File: config.mk
export PLATFORM = sky130hd
export DESIGN_NAME = tightly_coupled_memory_port
export DESIGN_NICKNAME = d
export VERILOG_FILES = /design/src/rtl/tcm_port_pkg.sv /design/src/rtl/tightly_coupled_memory_port.sv
export SDC_FILE = /design/constraint.sdc
export NUM_CORES = 1
export LEC_CHECK = 0
export BUFFER_PORTS_ARGS = -buffer_cell sky130_fd_sc_hd__buf_2
export CAP_MARGIN = 20
export CELL_PAD_IN_SITES_DETAIL_PLACEMENT = 2
export CELL_PAD_IN_SITES_GLOBAL_PLACEMENT = 2
export CORE_AREA = 2 2 452 454
export CTS_CLUSTER_SIZE = 12
export DETAILED_ROUTE_END_ITERATION = 16
export DIE_AREA = 0 0 454 456
export PLACE_DENSITY_LB_ADDON = 0.1
export RECOVER_POWER = 100
export SLEW_MARGIN = 20
export SYNTH_ARGS = -nofsm -noshare
export SYNTH_HDL_FRONTEND = slang
export SYNTH_SLANG_ARGS = --single-unit
File: constraint.sdc
create_clock -name mclk -period 1.45 [get_ports mclk]
set_clock_uncertainty 0.05 [all_clocks]
set_input_delay 0.29 -clock mclk [delete_from_list [all_inputs] [get_ports mclk]]
set_output_delay 0.29 -clock mclk [all_outputs]
set_load 0.02 [all_outputs]
File: src/rtl/tcm_port_pkg.sv
/*
  Constants and types for the local memory master port.
  Assumes a single processor clock and word-wide local memory banks.
*/
package tcm_port_pkg;
  localparam int  IMEM_ADDR_HI  = 23;
  localparam int  IMEM_ADDR_LO  = 2;
  localparam int  DMEM_ADDR_HI  = 23;
  localparam int  DMEM_ADDR_LO  = 4;
  localparam int  DATA_BITS     = 32;
  localparam int  ECC_BITS      = 7;
  localparam int  WORD_BITS     = DATA_BITS + ECC_BITS;
  localparam int  STROBE_BITS   = 5;
  localparam int  ECC_STROBE    = 4;
  localparam int  DMEM_PORTS    = 4;
  localparam logic [4:0] STROBE_NONE = 5'h00;
  localparam logic [3:0] REQ_IFETCH     = 4'h0;
  localparam logic [3:0] REQ_SW_READ    = 4'h1;
  localparam logic [3:0] REQ_VECTOR     = 4'h2;
  localparam logic [3:0] REQ_SLAVE_RD   = 4'h3;
  localparam logic [3:0] REQ_DEBUG_RD   = 4'h4;
  localparam logic [3:0] REQ_SELF_TEST  = 4'h5;
  localparam logic [3:0] REQ_SW_WRITE   = 4'h9;
  localparam logic [3:0] REQ_DEBUG_WR   = 4'hB;
  localparam logic [3:0] REQ_ECC_FIX    = 4'hC;
  localparam logic [3:0] REQ_INIT_SP    = 4'hD;
  localparam logic [3:0] REQ_SLAVE_WR   = 4'hE;

  typedef enum logic [1:0] {
    ST_IDLE = 2'h0,
    ST_RESP = 2'h1
  } phase_type;
endpackage

File: src/rtl/tightly_coupled_memory_port.sv
/*
  Master port toward one instruction local memory and four data local memories.
  Assumes the user side holds a request until it is accepted and that the
  memories answer with stall, read word and fault on the processor clock.
*/
`timescale 1ns/1ps

module tightly_coupled_memory_port #(
  parameter int NPORT = tcm_port_pkg::DMEM_PORTS
) (
  // Clock and reset
  input  wire logic                 mclk,
  input  wire logic                 nrst,
  // Instruction user side
  input  wire logic                 ireq_valid,
  input  wire logic [23:0]          ireq_addr,
  input  wire logic                 ireq_priv,
  input  wire logic                 ireq_write,
  input  wire logic [4:0]           ireq_strobe,
  input  wire logic [38:0]          ireq_wdata,
  input  wire logic [3:0]           ireq_requestor,
  output logic                      ireq_ready,
  output logic                      iresp_valid,
  output logic [31:0]               iresp_data,
  output logic [6:0]                iresp_ecc,
  output logic                      iresp_fault,
  // Instruction memory pins
  output logic [23:2]               imem_word_addr,
  output logic                      imem_select,
  output logic                      imem_privileged,
  output logic                      imem_write_en,
  output logic [4:0]                imem_byte_strobe,
  output logic [38:0]               imem_wr_word,
  output logic [3:0]                imem_requestor,
  input  wire logic [38:0]          imem_rd_word,
  input  wire logic                 imem_stall,
  input  wire logic                 imem_fault,
  // Data user side, one entry per port
  input  wire logic [NPORT-1:0]     dreq_valid,
  input  wire logic [NPORT*24-1:0]  dreq_addr,
  input  wire logic [NPORT-1:0]     dreq_priv,
  input  wire logic [NPORT-1:0]     dreq_write,
  input  wire logic [NPORT*5-1:0]   dreq_strobe,
  input  wire logic [NPORT*39-1:0]  dreq_wdata,
  input  wire logic [NPORT*4-1:0]   dreq_requestor,
  output logic [NPORT-1:0]          dreq_ready,
  output logic [NPORT-1:0]          dresp_valid,
  output logic [NPORT*32-1:0]       dresp_data,
  output logic [NPORT*7-1:0]        dresp_ecc,
  output logic [NPORT-1:0]          dresp_fault,
  // Data memory pins
  output logic [NPORT*20-1:0]       dmem_word_addr,
  output logic [NPORT-1:0]          dmem_select,
  output logic [NPORT-1:0]          dmem_privileged,
  output logic [NPORT-1:0]          dmem_write_en,
  output logic [NPORT*5-1:0]        dmem_byte_strobe,
  output logic [NPORT*39-1:0]       dmem_wr_word,
  output logic [NPORT*4-1:0]        dmem_requestor,
  input  wire logic [NPORT*39-1:0]  dmem_rd_word,
  input  wire logic [NPORT-1:0]     dmem_stall,
  input  wire logic [NPORT-1:0]     dmem_fault
);

  // One channel's state; the same layout serves the instruction and data ports.
  typedef struct packed {
    tcm_port_pkg::phase_type phase;
    logic [23:0]             addr;
    logic                    sel;
    logic                    priv;
    logic                    wr;
    logic [4:0]              strobe;
    logic [38:0]             wdata;
    logic [3:0]              req;
    logic                    ready;
    logic                    rvalid;
    logic [31:0]             rdata;
    logic [6:0]              recc;
    logic                    rfault;
  } chan_type;

  typedef struct packed {
    logic [1:0]              rst_sync;
    chan_type [NPORT:0]      ch;
  } state_type;

  state_type state_reg;
  state_type state_next;
  logic      rst_n;

  // The synchroniser output clears the channels synchronously, so that release is glitch free.
  assign rst_n = state_reg.rst_sync[1];

  // Channel 0 is the instruction port; channels 1 to NPORT are the data ports.
  logic [NPORT:0]       c_valid;
  logic [NPORT:0][23:0] c_addr;
  logic [NPORT:0]       c_priv;
  logic [NPORT:0]       c_write;
  logic [NPORT:0][4:0]  c_strobe;
  logic [NPORT:0][38:0] c_wdata;
  logic [NPORT:0][3:0]  c_req;
  logic [NPORT:0][38:0] c_rd;
  logic [NPORT:0]       c_stall;
  logic [NPORT:0]       c_fault;

  assign c_valid[0]  = ireq_valid;
  assign c_addr[0]   = ireq_addr;
  assign c_priv[0]   = ireq_priv;
  assign c_write[0]  = ireq_write;
  assign c_strobe[0] = ireq_strobe;
  assign c_wdata[0]  = ireq_wdata;
  assign c_req[0]    = ireq_requestor;
  assign c_rd[0]     = imem_rd_word;
  assign c_stall[0]  = imem_stall;
  assign c_fault[0]  = imem_fault;

  genvar g;
  generate
    for (g = 0; g < NPORT; g++) begin : g_dmap
      assign c_valid[g+1]  = dreq_valid[g];
      assign c_addr[g+1]   = dreq_addr[g*24 +: 24];
      assign c_priv[g+1]   = dreq_priv[g];
      assign c_write[g+1]  = dreq_write[g];
      // Data ports never strobe on a read.
      assign c_strobe[g+1] = dreq_write[g] ? dreq_strobe[g*5 +: 5]
                                           : tcm_port_pkg::STROBE_NONE;
      assign c_wdata[g+1]  = dreq_wdata[g*39 +: 39];
      assign c_req[g+1]    = dreq_requestor[g*4 +: 4];
      assign c_rd[g+1]     = dmem_rd_word[g*39 +: 39];
      assign c_stall[g+1]  = dmem_stall[g];
      assign c_fault[g+1]  = dmem_fault[g];

      assign dreq_ready[g]              = state_reg.ch[g+1].ready;
      assign dresp_valid[g]             = state_reg.ch[g+1].rvalid;
      assign dresp_data[g*32 +: 32]     = state_reg.ch[g+1].rdata;
      assign dresp_ecc[g*7 +: 7]        = state_reg.ch[g+1].recc;
      assign dresp_fault[g]             = state_reg.ch[g+1].rfault;
      assign dmem_word_addr[g*20 +: 20] = state_reg.ch[g+1].addr[23:4];
      assign dmem_select[g]             = state_reg.ch[g+1].sel;
      assign dmem_privileged[g]         = state_reg.ch[g+1].priv;
      assign dmem_write_en[g]           = state_reg.ch[g+1].wr;
      assign dmem_byte_strobe[g*5 +: 5] = state_reg.ch[g+1].strobe;
      assign dmem_wr_word[g*39 +: 39]   = state_reg.ch[g+1].wdata;
      assign dmem_requestor[g*4 +: 4]   = state_reg.ch[g+1].req;
    end
  endgenerate

  assign ireq_ready       = state_reg.ch[0].ready;
  assign iresp_valid      = state_reg.ch[0].rvalid;
  assign iresp_data       = state_reg.ch[0].rdata;
  assign iresp_ecc        = state_reg.ch[0].recc;
  assign iresp_fault      = state_reg.ch[0].rfault;
  assign imem_word_addr   = state_reg.ch[0].addr[23:2];
  assign imem_select      = state_reg.ch[0].sel;
  assign imem_privileged  = state_reg.ch[0].priv;
  assign imem_write_en    = state_reg.ch[0].wr;
  assign imem_byte_strobe = state_reg.ch[0].strobe;
  assign imem_wr_word     = state_reg.ch[0].wdata;
  assign imem_requestor   = state_reg.ch[0].req;

  always_comb begin
    state_next          = state_reg;
    state_next.rst_sync = {state_reg.rst_sync[0], 1'b1};
    for (int i = 0; i <= NPORT; i++) begin
      state_next.ch[i].rvalid = 1'b0;
      unique case (state_reg.ch[i].phase)
        tcm_port_pkg::ST_IDLE: begin
          state_next.ch[i].ready = 1'b1;
          state_next.ch[i].sel   = 1'b0;
          if (c_valid[i] && state_reg.ch[i].ready) begin
            // Address phase: every field goes out together with select.
            state_next.ch[i].phase  = tcm_port_pkg::ST_RESP;
            state_next.ch[i].sel    = 1'b1;
            state_next.ch[i].addr   = c_addr[i];
            state_next.ch[i].priv   = c_priv[i];
            state_next.ch[i].wr     = c_write[i];
            state_next.ch[i].strobe = c_strobe[i];
            state_next.ch[i].wdata  = c_wdata[i];
            state_next.ch[i].req    = c_req[i];
            state_next.ch[i].ready  = 1'b0;
          end
        end
        tcm_port_pkg::ST_RESP: begin
          // Select lasts one cycle; the memory ignores the rest while it is low.
          state_next.ch[i].sel    = 1'b0;
          state_next.ch[i].strobe = tcm_port_pkg::STROBE_NONE;
          state_next.ch[i].ready  = 1'b0;
          if (!c_stall[i]) begin
            state_next.ch[i].phase  = tcm_port_pkg::ST_IDLE;
            state_next.ch[i].rvalid = 1'b1;
            state_next.ch[i].rfault = c_fault[i];
            state_next.ch[i].recc   = c_rd[i][38:32];
            state_next.ch[i].rdata  = 32'h0000_0000;
            if (state_reg.ch[i].wr) begin
              state_next.ch[i].rdata = 32'h0000_0000;
            end else if (i == 0) begin
              state_next.ch[i].rdata = c_rd[i][31:0];
            end else begin
              // Data ports return the word shifted so the addressed byte sits low.
              state_next.ch[i].rdata = c_rd[i][31:0] >> {state_reg.ch[i].addr[1:0], 3'h0};
            end
          end
        end
        default: begin
          state_next.ch[i].phase = tcm_port_pkg::ST_IDLE;
        end
      endcase
    end
    // Channels stay cleared until the internal reset copy is released.
    if (!rst_n) begin
      state_next.ch = '0;
    end
  end

  // An unused data port sees all inputs low, so its stall never holds it.
  always_ff @(posedge mclk or negedge nrst) begin
    if (!nrst) begin
      state_reg <= '0;
    end else begin
      state_reg <= state_next;
    end
  end

endmodule

==> results.md, run 1 <==
- Status: complete, but fails checks
- Violated checks: setup timing
- Synth Warn #: 0
- Global-route usage over all layers: 0.141
- CTS HTree Levels: 3
- Via count: 23300
- Setup_tns: -159920 ps
- Number of I/O pins: roughly 1100
- CP Capture Type: register
- RSZ-0062 raised after global routing: yes
- Synth top area cells: dfrtp_1 55%, buf_4 16%, a22o_1 16%, mux2i_1 2.4%, o2bb2ai_1 2.0%
- Max reg flops: ~160
- Most common flop cell mapped by yosys: dfrtp_1
- GP Congestion: roughly 0.83
- Top cells by count, synth: 582 x dfrtp_1, 577 x buf_4, 492 x a22o_1
- Total chip power: approximately 48 mW
- Post-Syn Area: 26700 um^2
- Critical path class: reg2reg
- CP required: approximately 2000 ps
- CP arrival: about 2300 ps
- EDFF count, synth: 0
- Max Slew Vio Count: 0
- Clock transition at path regs: about 60 ps
- Maxcap violations: 0
- Min-delay worst type: in2reg
- Hold WS: between 100 and 150 ps
- Area leader, netlist: dfrtp_1
- Largest net degree at the start of global routing: 66
- Vias in the first global route: 27100
- Fin. Hold Viols: 0
- Register area share after synthesis: 0.546
- DRT Pass-1 Iters: 5
- Gr ovfl total: 0
- First-pass GRT wire length: about 210 mm
- Root buf cell: clkbuf_16
- Worst setup SP type: register
- Peak VDD IR: around 870 uV
- Area Overhead vs Synth: 80.7%
- CTS buffer count: between 80 and 90
- Clock Path Buffers: 3
- Most frequent cell after synthesis: dfrtp_1
- PwrDens: approximately 1000 nW/um^2
- Routed WL per cell: roughly 24 um
- Final setup fails: about 1200
- Core area: 202000 um^2
- Clock sinks: a little under 600
- Fin nets: between 4000 and 5000
- Final Cycle Share: 1.19
- Routed WL: 155 mm
- Die Span Y: between 400 and 500 um
- Drt via density: between 3 and 4
- Post-synthesis net count: 2703
- Min Tclk post-route: around 1700 ps
- Max-slew headroom: 0.493
- Die width: approximately 450 um
- PnR worst setup slack: -270 ps
- Crit-path most repeated cell: buf_12
- TritonCTS clock tree: done
- Highest Signal Layer: met5
- Layout cell share with drive strength beyond 1: 0.490
- DRT antenna net count: 0
- Residual DRC: 0
- Avg Synthesized Cell Area: roughly 13 um^2
- Synth cell types: 33
- M1 WL: 56.9 mm
- Row count: 165
- Achievable Freq: about 580 MHz
- Die area: roughly 210000 um^2
- Post-Syn Instances: between 2000 and 2500
- Yosys top cell area share: 0.546
- Async set-reset flop share out of synthesis: 1.00
- Starting density of the core: 0.132
- Metal3 WL: between 9 and 10 mm
- Yosys reg bits: 582
- Port Buffer Count: between 1000 and 1500
- HPWL after DPL: between 100 and 150 mm
- Leak: 23.1 nW
- Worst path slowest cell: dfrtp_2
- Worst-skew pair later-pin latency: between 700 and 800 ps
- CP max stage delay: around 460 ps
- Crit-path cells: buf_12 -> and3b_1 -> nor2b_4 -> buf_12 -> buf_12 -> buf_12 -> a22o_1
- DRT iter0 DRCs: roughly 850
- Dpl ws: -300 ps
- Worst-Margin Slew: 761 ps
- CP max FO: 8
- Routed length on met2: around 84 mm
- Initial antenna violation count: 36
## where the power goes
group	total (mW)	internal [mW]	leakage, nW	switching [mW]
combinational	8.69	4.62	13.7	4.07
clock	21.9	13.0	1.41	8.87
sequential	17.5	16.9	7.97	0.590
total	48.1	34.5	23.1	13.5
## through the flow
step                      utilization  cells  area (um^2)
final                           0.239   6448        48200
after global routing            0.239   6448        48200
after CTS                       0.234   6386        47200
after detailed placement        0.162   5407        32700
after global placement          0.162   5407        32700
after floorplan                     -   2121        26700
## per-layer routing
layer | up-vias | track usage
li1 | 10300 | -
met3 | 192 | 0.0368
met5 | - | 0
met2 | 744 | 0.267
met4 | 2 | 0.0476
met1 | 12000 | 0.149
## timing repair
item | 4_1_cts | 5_1_grt
setup endpoints to repair | 1101 | 1136
resized for setup | 1212 | 64
buffers inserted | 248 | 14
hold endpoints to repair | 1154 | 0
hold buffers | 570 | 0
pin swaps | 58 | 45
gates cloned | 12 | 37
## cell type report
type | instances | area (um^2)
clock buffers | 120 | 2450
flip-flops and latches | 582 | 14600
well taps | 2672 | 3340
repair buffers | 2198 | 20100
clock inverters | 35 | 400
multi-input cells | 820 | 7260
fillers | 22100 | 153000
inverters | 5 | 18.8
diodes | 16 | 40.0
## cells in the final DEF (no fill, tap or decap), types with 5 or more instances in the layout
| cell | count |
|---|---|
| buf_6 | 592 |
| dlygate4sd3_1 | 570 |
| buf_2 | 570 |
| dfrtp_1 | 560 |
| a22o_1 | 492 |
| buf_4 | 351 |
| clkbuf_16 | 109 |
| mux2i_1 | 59 |
| buf_12 | 55 |
| o2bb2ai_1 | 47 |
| nand2_1 | 45 |
| nor2b_1 | 34 |
| a211o_1 | 32 |
| a32o_1 | 32 |
| dfrtp_2 | 22 |
| clkbuf_1 | 19 |
| clkbuf_8 | 17 |
| diode_2 | 16 |
| clkinv_2 | 16 |
| buf_16 | 12 |
| buf_8 | 10 |
| clkbuf_2 | 9 |
| o2bb2ai_2 | 8 |
| bufinv_16 | 7 |
| inv_6 | 6 |
| inv_1 | 5 |
| a21boi_4 | 5 |
| o2bb2ai_4 | 5 |
| mux2i_2 | 5 |
| o22ai_1 | 5 |
## worst max-delay path: cells and delay by family, from the launching register on
| family | cells | cell delay [ps] |
|---|---|---|
| buffers and inverters | 4 | 560 |
| DFF | 1 | 460 |
| and+or+nand+nor | 2 | 330 |
| AOI/OAI and AO/OA | 1 | 170 |
## worst paths after layout
path	start	to	slack (ps)	depth (start not counted)
max	rst_n$_DFF_PN0_	iresp_data[13]$_DFFE_PN0P_	-270	7
min	dreq_valid[3]	dreq_ready[3]$_DFFE_PN0P_	140	3
min reg2reg	state_next[596]$_DFF_PN0_	rst_n$_DFF_PN0_	300	0
max reg2reg	rst_n$_DFF_PN0_	iresp_data[13]$_DFFE_PN0P_	-270	7
max in group asynchronous	nrst	dresp_data[68]$_DFFE_PN0P_	-80	4
min in group asynchronous	nrst	dmem_wr_word[63]$_DFFE_PN0P_	570	3
## cells by family after synthesis
| logic type | share of synthesized area |
|---|---|
| other | 0.000141 |
| multiplexers | 0.0240 |
| AND/OR/NAND/NOR | 0.0259 |
| AO/OA/AOI/OAI | 0.211 |
| flip-flops | 0.546 |
| buffers and inverters | 0.193 |
Power figures use the tool's default switching activity.
==> run 2, diff against run 1 <==
--- a/config.mk
+++ b/config.mk
@@ -5,6 +5,7 @@
 export SDC_FILE = /design/constraint.sdc
 export NUM_CORES = 1
 export LEC_CHECK = 0
+export ABC_AREA = 1
 export BUFFER_PORTS_ARGS = -buffer_cell sky130_fd_sc_hd__buf_2
 export CAP_MARGIN = 20
 export CELL_PAD_IN_SITES_DETAIL_PLACEMENT = 2
@@ -15,6 +16,7 @@
 export DIE_AREA = 0 0 454 456
 export PLACE_DENSITY_LB_ADDON = 0.1
 export RECOVER_POWER = 100
+export SETUP_SLACK_MARGIN = 0.4
 export SLEW_MARGIN = 20
 export SYNTH_ARGS = -nofsm -noshare
 export SYNTH_HDL_FRONTEND = slang
==> results.md, run 2 <==
- Most common flop cell mapped by yosys: dfrtp_1
- Area Overhead vs Synth: 85.0%
- Top cells by count, synth: 1675 x nand2_1, 582 x dfrtp_1, 581 x buf_4
- Final Cycle Share: 1.16 (-0.0265)
- CP Capture Type: primary output
- Largest net degree at the start of global routing: 75 (+14%)
- Global-route usage over all layers: 0.161 (+0.0194)
- Min-delay worst type: in2reg
- Starting density of the core: 0.141 (+0.00834)
- Post-Syn Instances: 3491 (+65%)
- Port Buffer Count: 1138 (unchanged)
- Peak VDD IR: 779 uV (-10%)
- Worst setup SP type: register
- Critical path's top delay family: flip-flops
- Combinational Power Share: 0.198 (+0.017)
- Clock Path Buffers: 3 (unchanged)
- Dpl ws: -207 ps (+92.2 ps)
- Gr ovfl total: 0 (unchanged)
- Status: complete, but fails checks
- Avg Synthesized Cell Area: 8.12 um^2 (-35%)
- Worst-Margin Slew: 744 ps (-17.0 ps)
- Area after DPL: 34800 um^2 (+6.5%)
- Total chip power: 49.0 mW (+2.0%)
- Die width: 454 um (unchanged)
- Max Slew Vio Count: 0 (unchanged)
- NetSw: 14.4 mW (+6.7%)
- FILL cells: 22900 (+3.8%)
- DRT Pass-1 Iters: 4 (-1)
- CTS HTree Levels: 3 (unchanged)
- Root buf cell: clkbuf_16
- Critical path class: reg2out
- Maxcap violations: 0 (unchanged)
- Bufs and invs on worst path: 1 (-3)
- Worst-skew pair later-pin latency: 710 ps (about the same)
- Leak: 27.6 nW (+19%)
- GP Congestion: 0.770 (-7.5%)
- Die area: 207000 um^2 (unchanged)
- PnR worst setup slack: -231 ps (+38.4 ps)
- Clock transition at path regs: 60 ps (about the same)
- Min Tclk post-route: 1680 ps (-38.4 ps)
- Switching Share: 0.295 (+0.0130)
- HP Start: ireq_valid
- HPWL after DPL: 130 mm (+15%)
- Fin. Hold Viols: 1 (+1)
- Synth top area cells: dfrtp_1 51%, nand2_1 22%, buf_4 15%, nand3_1 4.6%, inv_1 1.4%
- Commonest non-fill, non-tap cell in the layout: nand2_1
- Die Span Y: 456 um (unchanged)
- Final setup fails: 1287 (+4.4%)
- Routed WL per cell: 22.9 um (-4.5%)
- EDFF count, synth: 0 (unchanged)
- First-pass GRT wire length: 239 mm (+14%)
- Non-filler cells, final: 7894 (+22%)
- Max reg flops: 156 (unchanged)
- Async set-reset flop share out of synthesis: 1.00 (unchanged)
- Clock sinks: 582 (unchanged)
- Hold WS: -96.3 ps (-237 ps)
- PwrDens: 935 nW/um^2 (-6.3%)
- Via count: 28600 (+23%)
- Yosys top cell area share: 0.514 (-0.0324)
- Crit Reg-Reg Startpoint: rst_n$_DFF_PN0_
- CP required: 1110 ps (-880 ps)
- Vias in the first global route: 30900 (+14%)
- Area leader, netlist: dfrtp_1
- Register Area: 14600 um^2 (-0.13%)
- Cell-internal power: 34.6 mW (+0.17%)
- Drt via density: 3.62 (+0.37%)
- CP arrival: 1340 ps (-920 ps)
- Most frequent cell after synthesis: nand2_1
- Fin nets: 5720 (+34%)
- DRT iter0 DRCs: 1049 (+24%)
- TritonCTS clock tree: done
- Post-layout util: 0.260 (+0.0211)
- Worst hold path depth: 3 (unchanged)
- Synth cell types: 18 (-45%)
- Worst-case reg-to-reg path depth: 10 (+3)
- Most frequent cells in the layout: 1530 x nand2_1, 602 x buf_6, 575 x dfrtp_1
- CP max stage delay: 450 ps (about the same)
- Routed WL: 181 mm (+17%)
- Setup_tns: -143510 ps (+16400 ps)
- CTS buffer count: 90 (+5.9%)
- Capturing point of the worst reg2reg path: dresp_data[101]$_DFFE_PN0P_
- Number of I/O pins: 1149 (unchanged)
- Post-route cell area: 52500 um^2 (+8.8%)
- Seq pwr share: 0.356 (-0.008)
- Post-synthesis net count: 4073 (+51%)
- Yosys reg bits: 582 (unchanged)
- R2R setup slack: -180 ps (+90 ps)
- Layout cell share with drive strength beyond 1: 0.404 (-0.0864)
- Multi-input logic area: 9620 um^2 (+32%)
- CP max FO: 2 (-6)
- Post-Place Cells: 6766 (+25%)
- Synth Warn #: 0 (unchanged)
- Worst path slowest cell: dfrtp_2
- Hold endpoint: state_reg[117]$_DFFE_PN0P_
- Achievable Freq: 595 MHz (+2.3%)
- Initial antenna violation count: 61 (+69%)
- Crit-path cells: buf_6
- Post-Syn Area: 28400 um^2 (+6.3%)
- CTS hold repair buffers: 566 (-0.70%)
- Row count: 165 (unchanged)
- Register area share after synthesis: 0.514 (-0.0324)
- Core area: 202000 um^2 (unchanged)
- Clock share of power: 0.446 (-0.009)
- Violated checks: hold timing, setup timing
- RSZ-0062 raised after global routing: yes
- Residual DRC: 0 (unchanged)
- DRT antenna net count: 0 (unchanged)
- Max-slew headroom: 0.504 (+0.0113)
-- run 2: worst max-delay path by stage --
| stage | from | endpoint | cells past startpoint |
|---|---|---|---|
| 2_1_floorplan | rst_n$_DFF_PN0_ | dmem_wr_word[24]$_DFFE_PN0P_ | 9 |
| 3_3_place_gp | rst_n$_DFF_PN0_ | dresp_data[60]$_DFFE_PN0P_ | 7 |
| 3_5_place_dp | rst_n$_DFF_PN0_ | dresp_data[60]$_DFFE_PN0P_ | 7 |
| 4_1_cts | dmem_byte_strobe[18]$_DFFE_PN0P_ | dmem_byte_strobe[18] | 1 |
| 5_1_grt | dmem_byte_strobe[18]$_DFFE_PN0P_ | dmem_byte_strobe[18] | 1 |
| 6_report | dmem_byte_strobe[18]$_DFFE_PN0P_ | dmem_byte_strobe[18] | 1 |
-- run 2: area by class of cell --
| class | instances | share of cell area |
|---|---|---|
| tap | 2672 | 0.0637 |
| clock inverter | 16 | 0.00339 |
| inverter | 115 | 0.00925 |
| sequential | 582 | 0.278 |
| clock buffer | 144 | 0.0505 |
| multi-input combinational | 2074 | 0.183 |
| antenna | 16 | 0.000763 |
| timing repair buffer | 2275 | 0.411 |
-- run 2: timing repair --
action	4_1_cts	5_1_grt
endpoints found under the hold margin	1149	2
resized for setup	1195	419
setup buffers	122	190
cloned	12	62
pin swaps	8	84
setup endpoints to repair	1147	1147
-- run 2: routing by layer --
layer,vias to the layer above,track usage,share of wire,wire length (um)
met5,-,0,0.00090,163
met4,24,0.0416,0.028,5010
met3,250,0.0373,0.044,8030
met2,651,0.301,0.54,96900
met1,14200,0.179,0.39,71000
li1,13500,-,-,-
-- run 2: cell families (layout without fill, tap and decap cells) --
kind of cell,count (synthesis),in the layout,share of synthesized area
other cells,1,17,0.000132
buf+inv,835,2550,0.194
flops,582,582,0.514
simple gates,1987,1987,0.275
compound gates,86,86,0.0176
-- run 2: power groups by stage --
stage	Combinational, mW	Sequential [mW]	Clock [mW]
floorplan	3.38	17.5	0
global placement	6.12	17.5	0
detailed placement	6.12	17.6	0
CTS	8.72	17.4	23.0
global route	10.5	17.5	23.5
finish	9.71	17.4	21.9
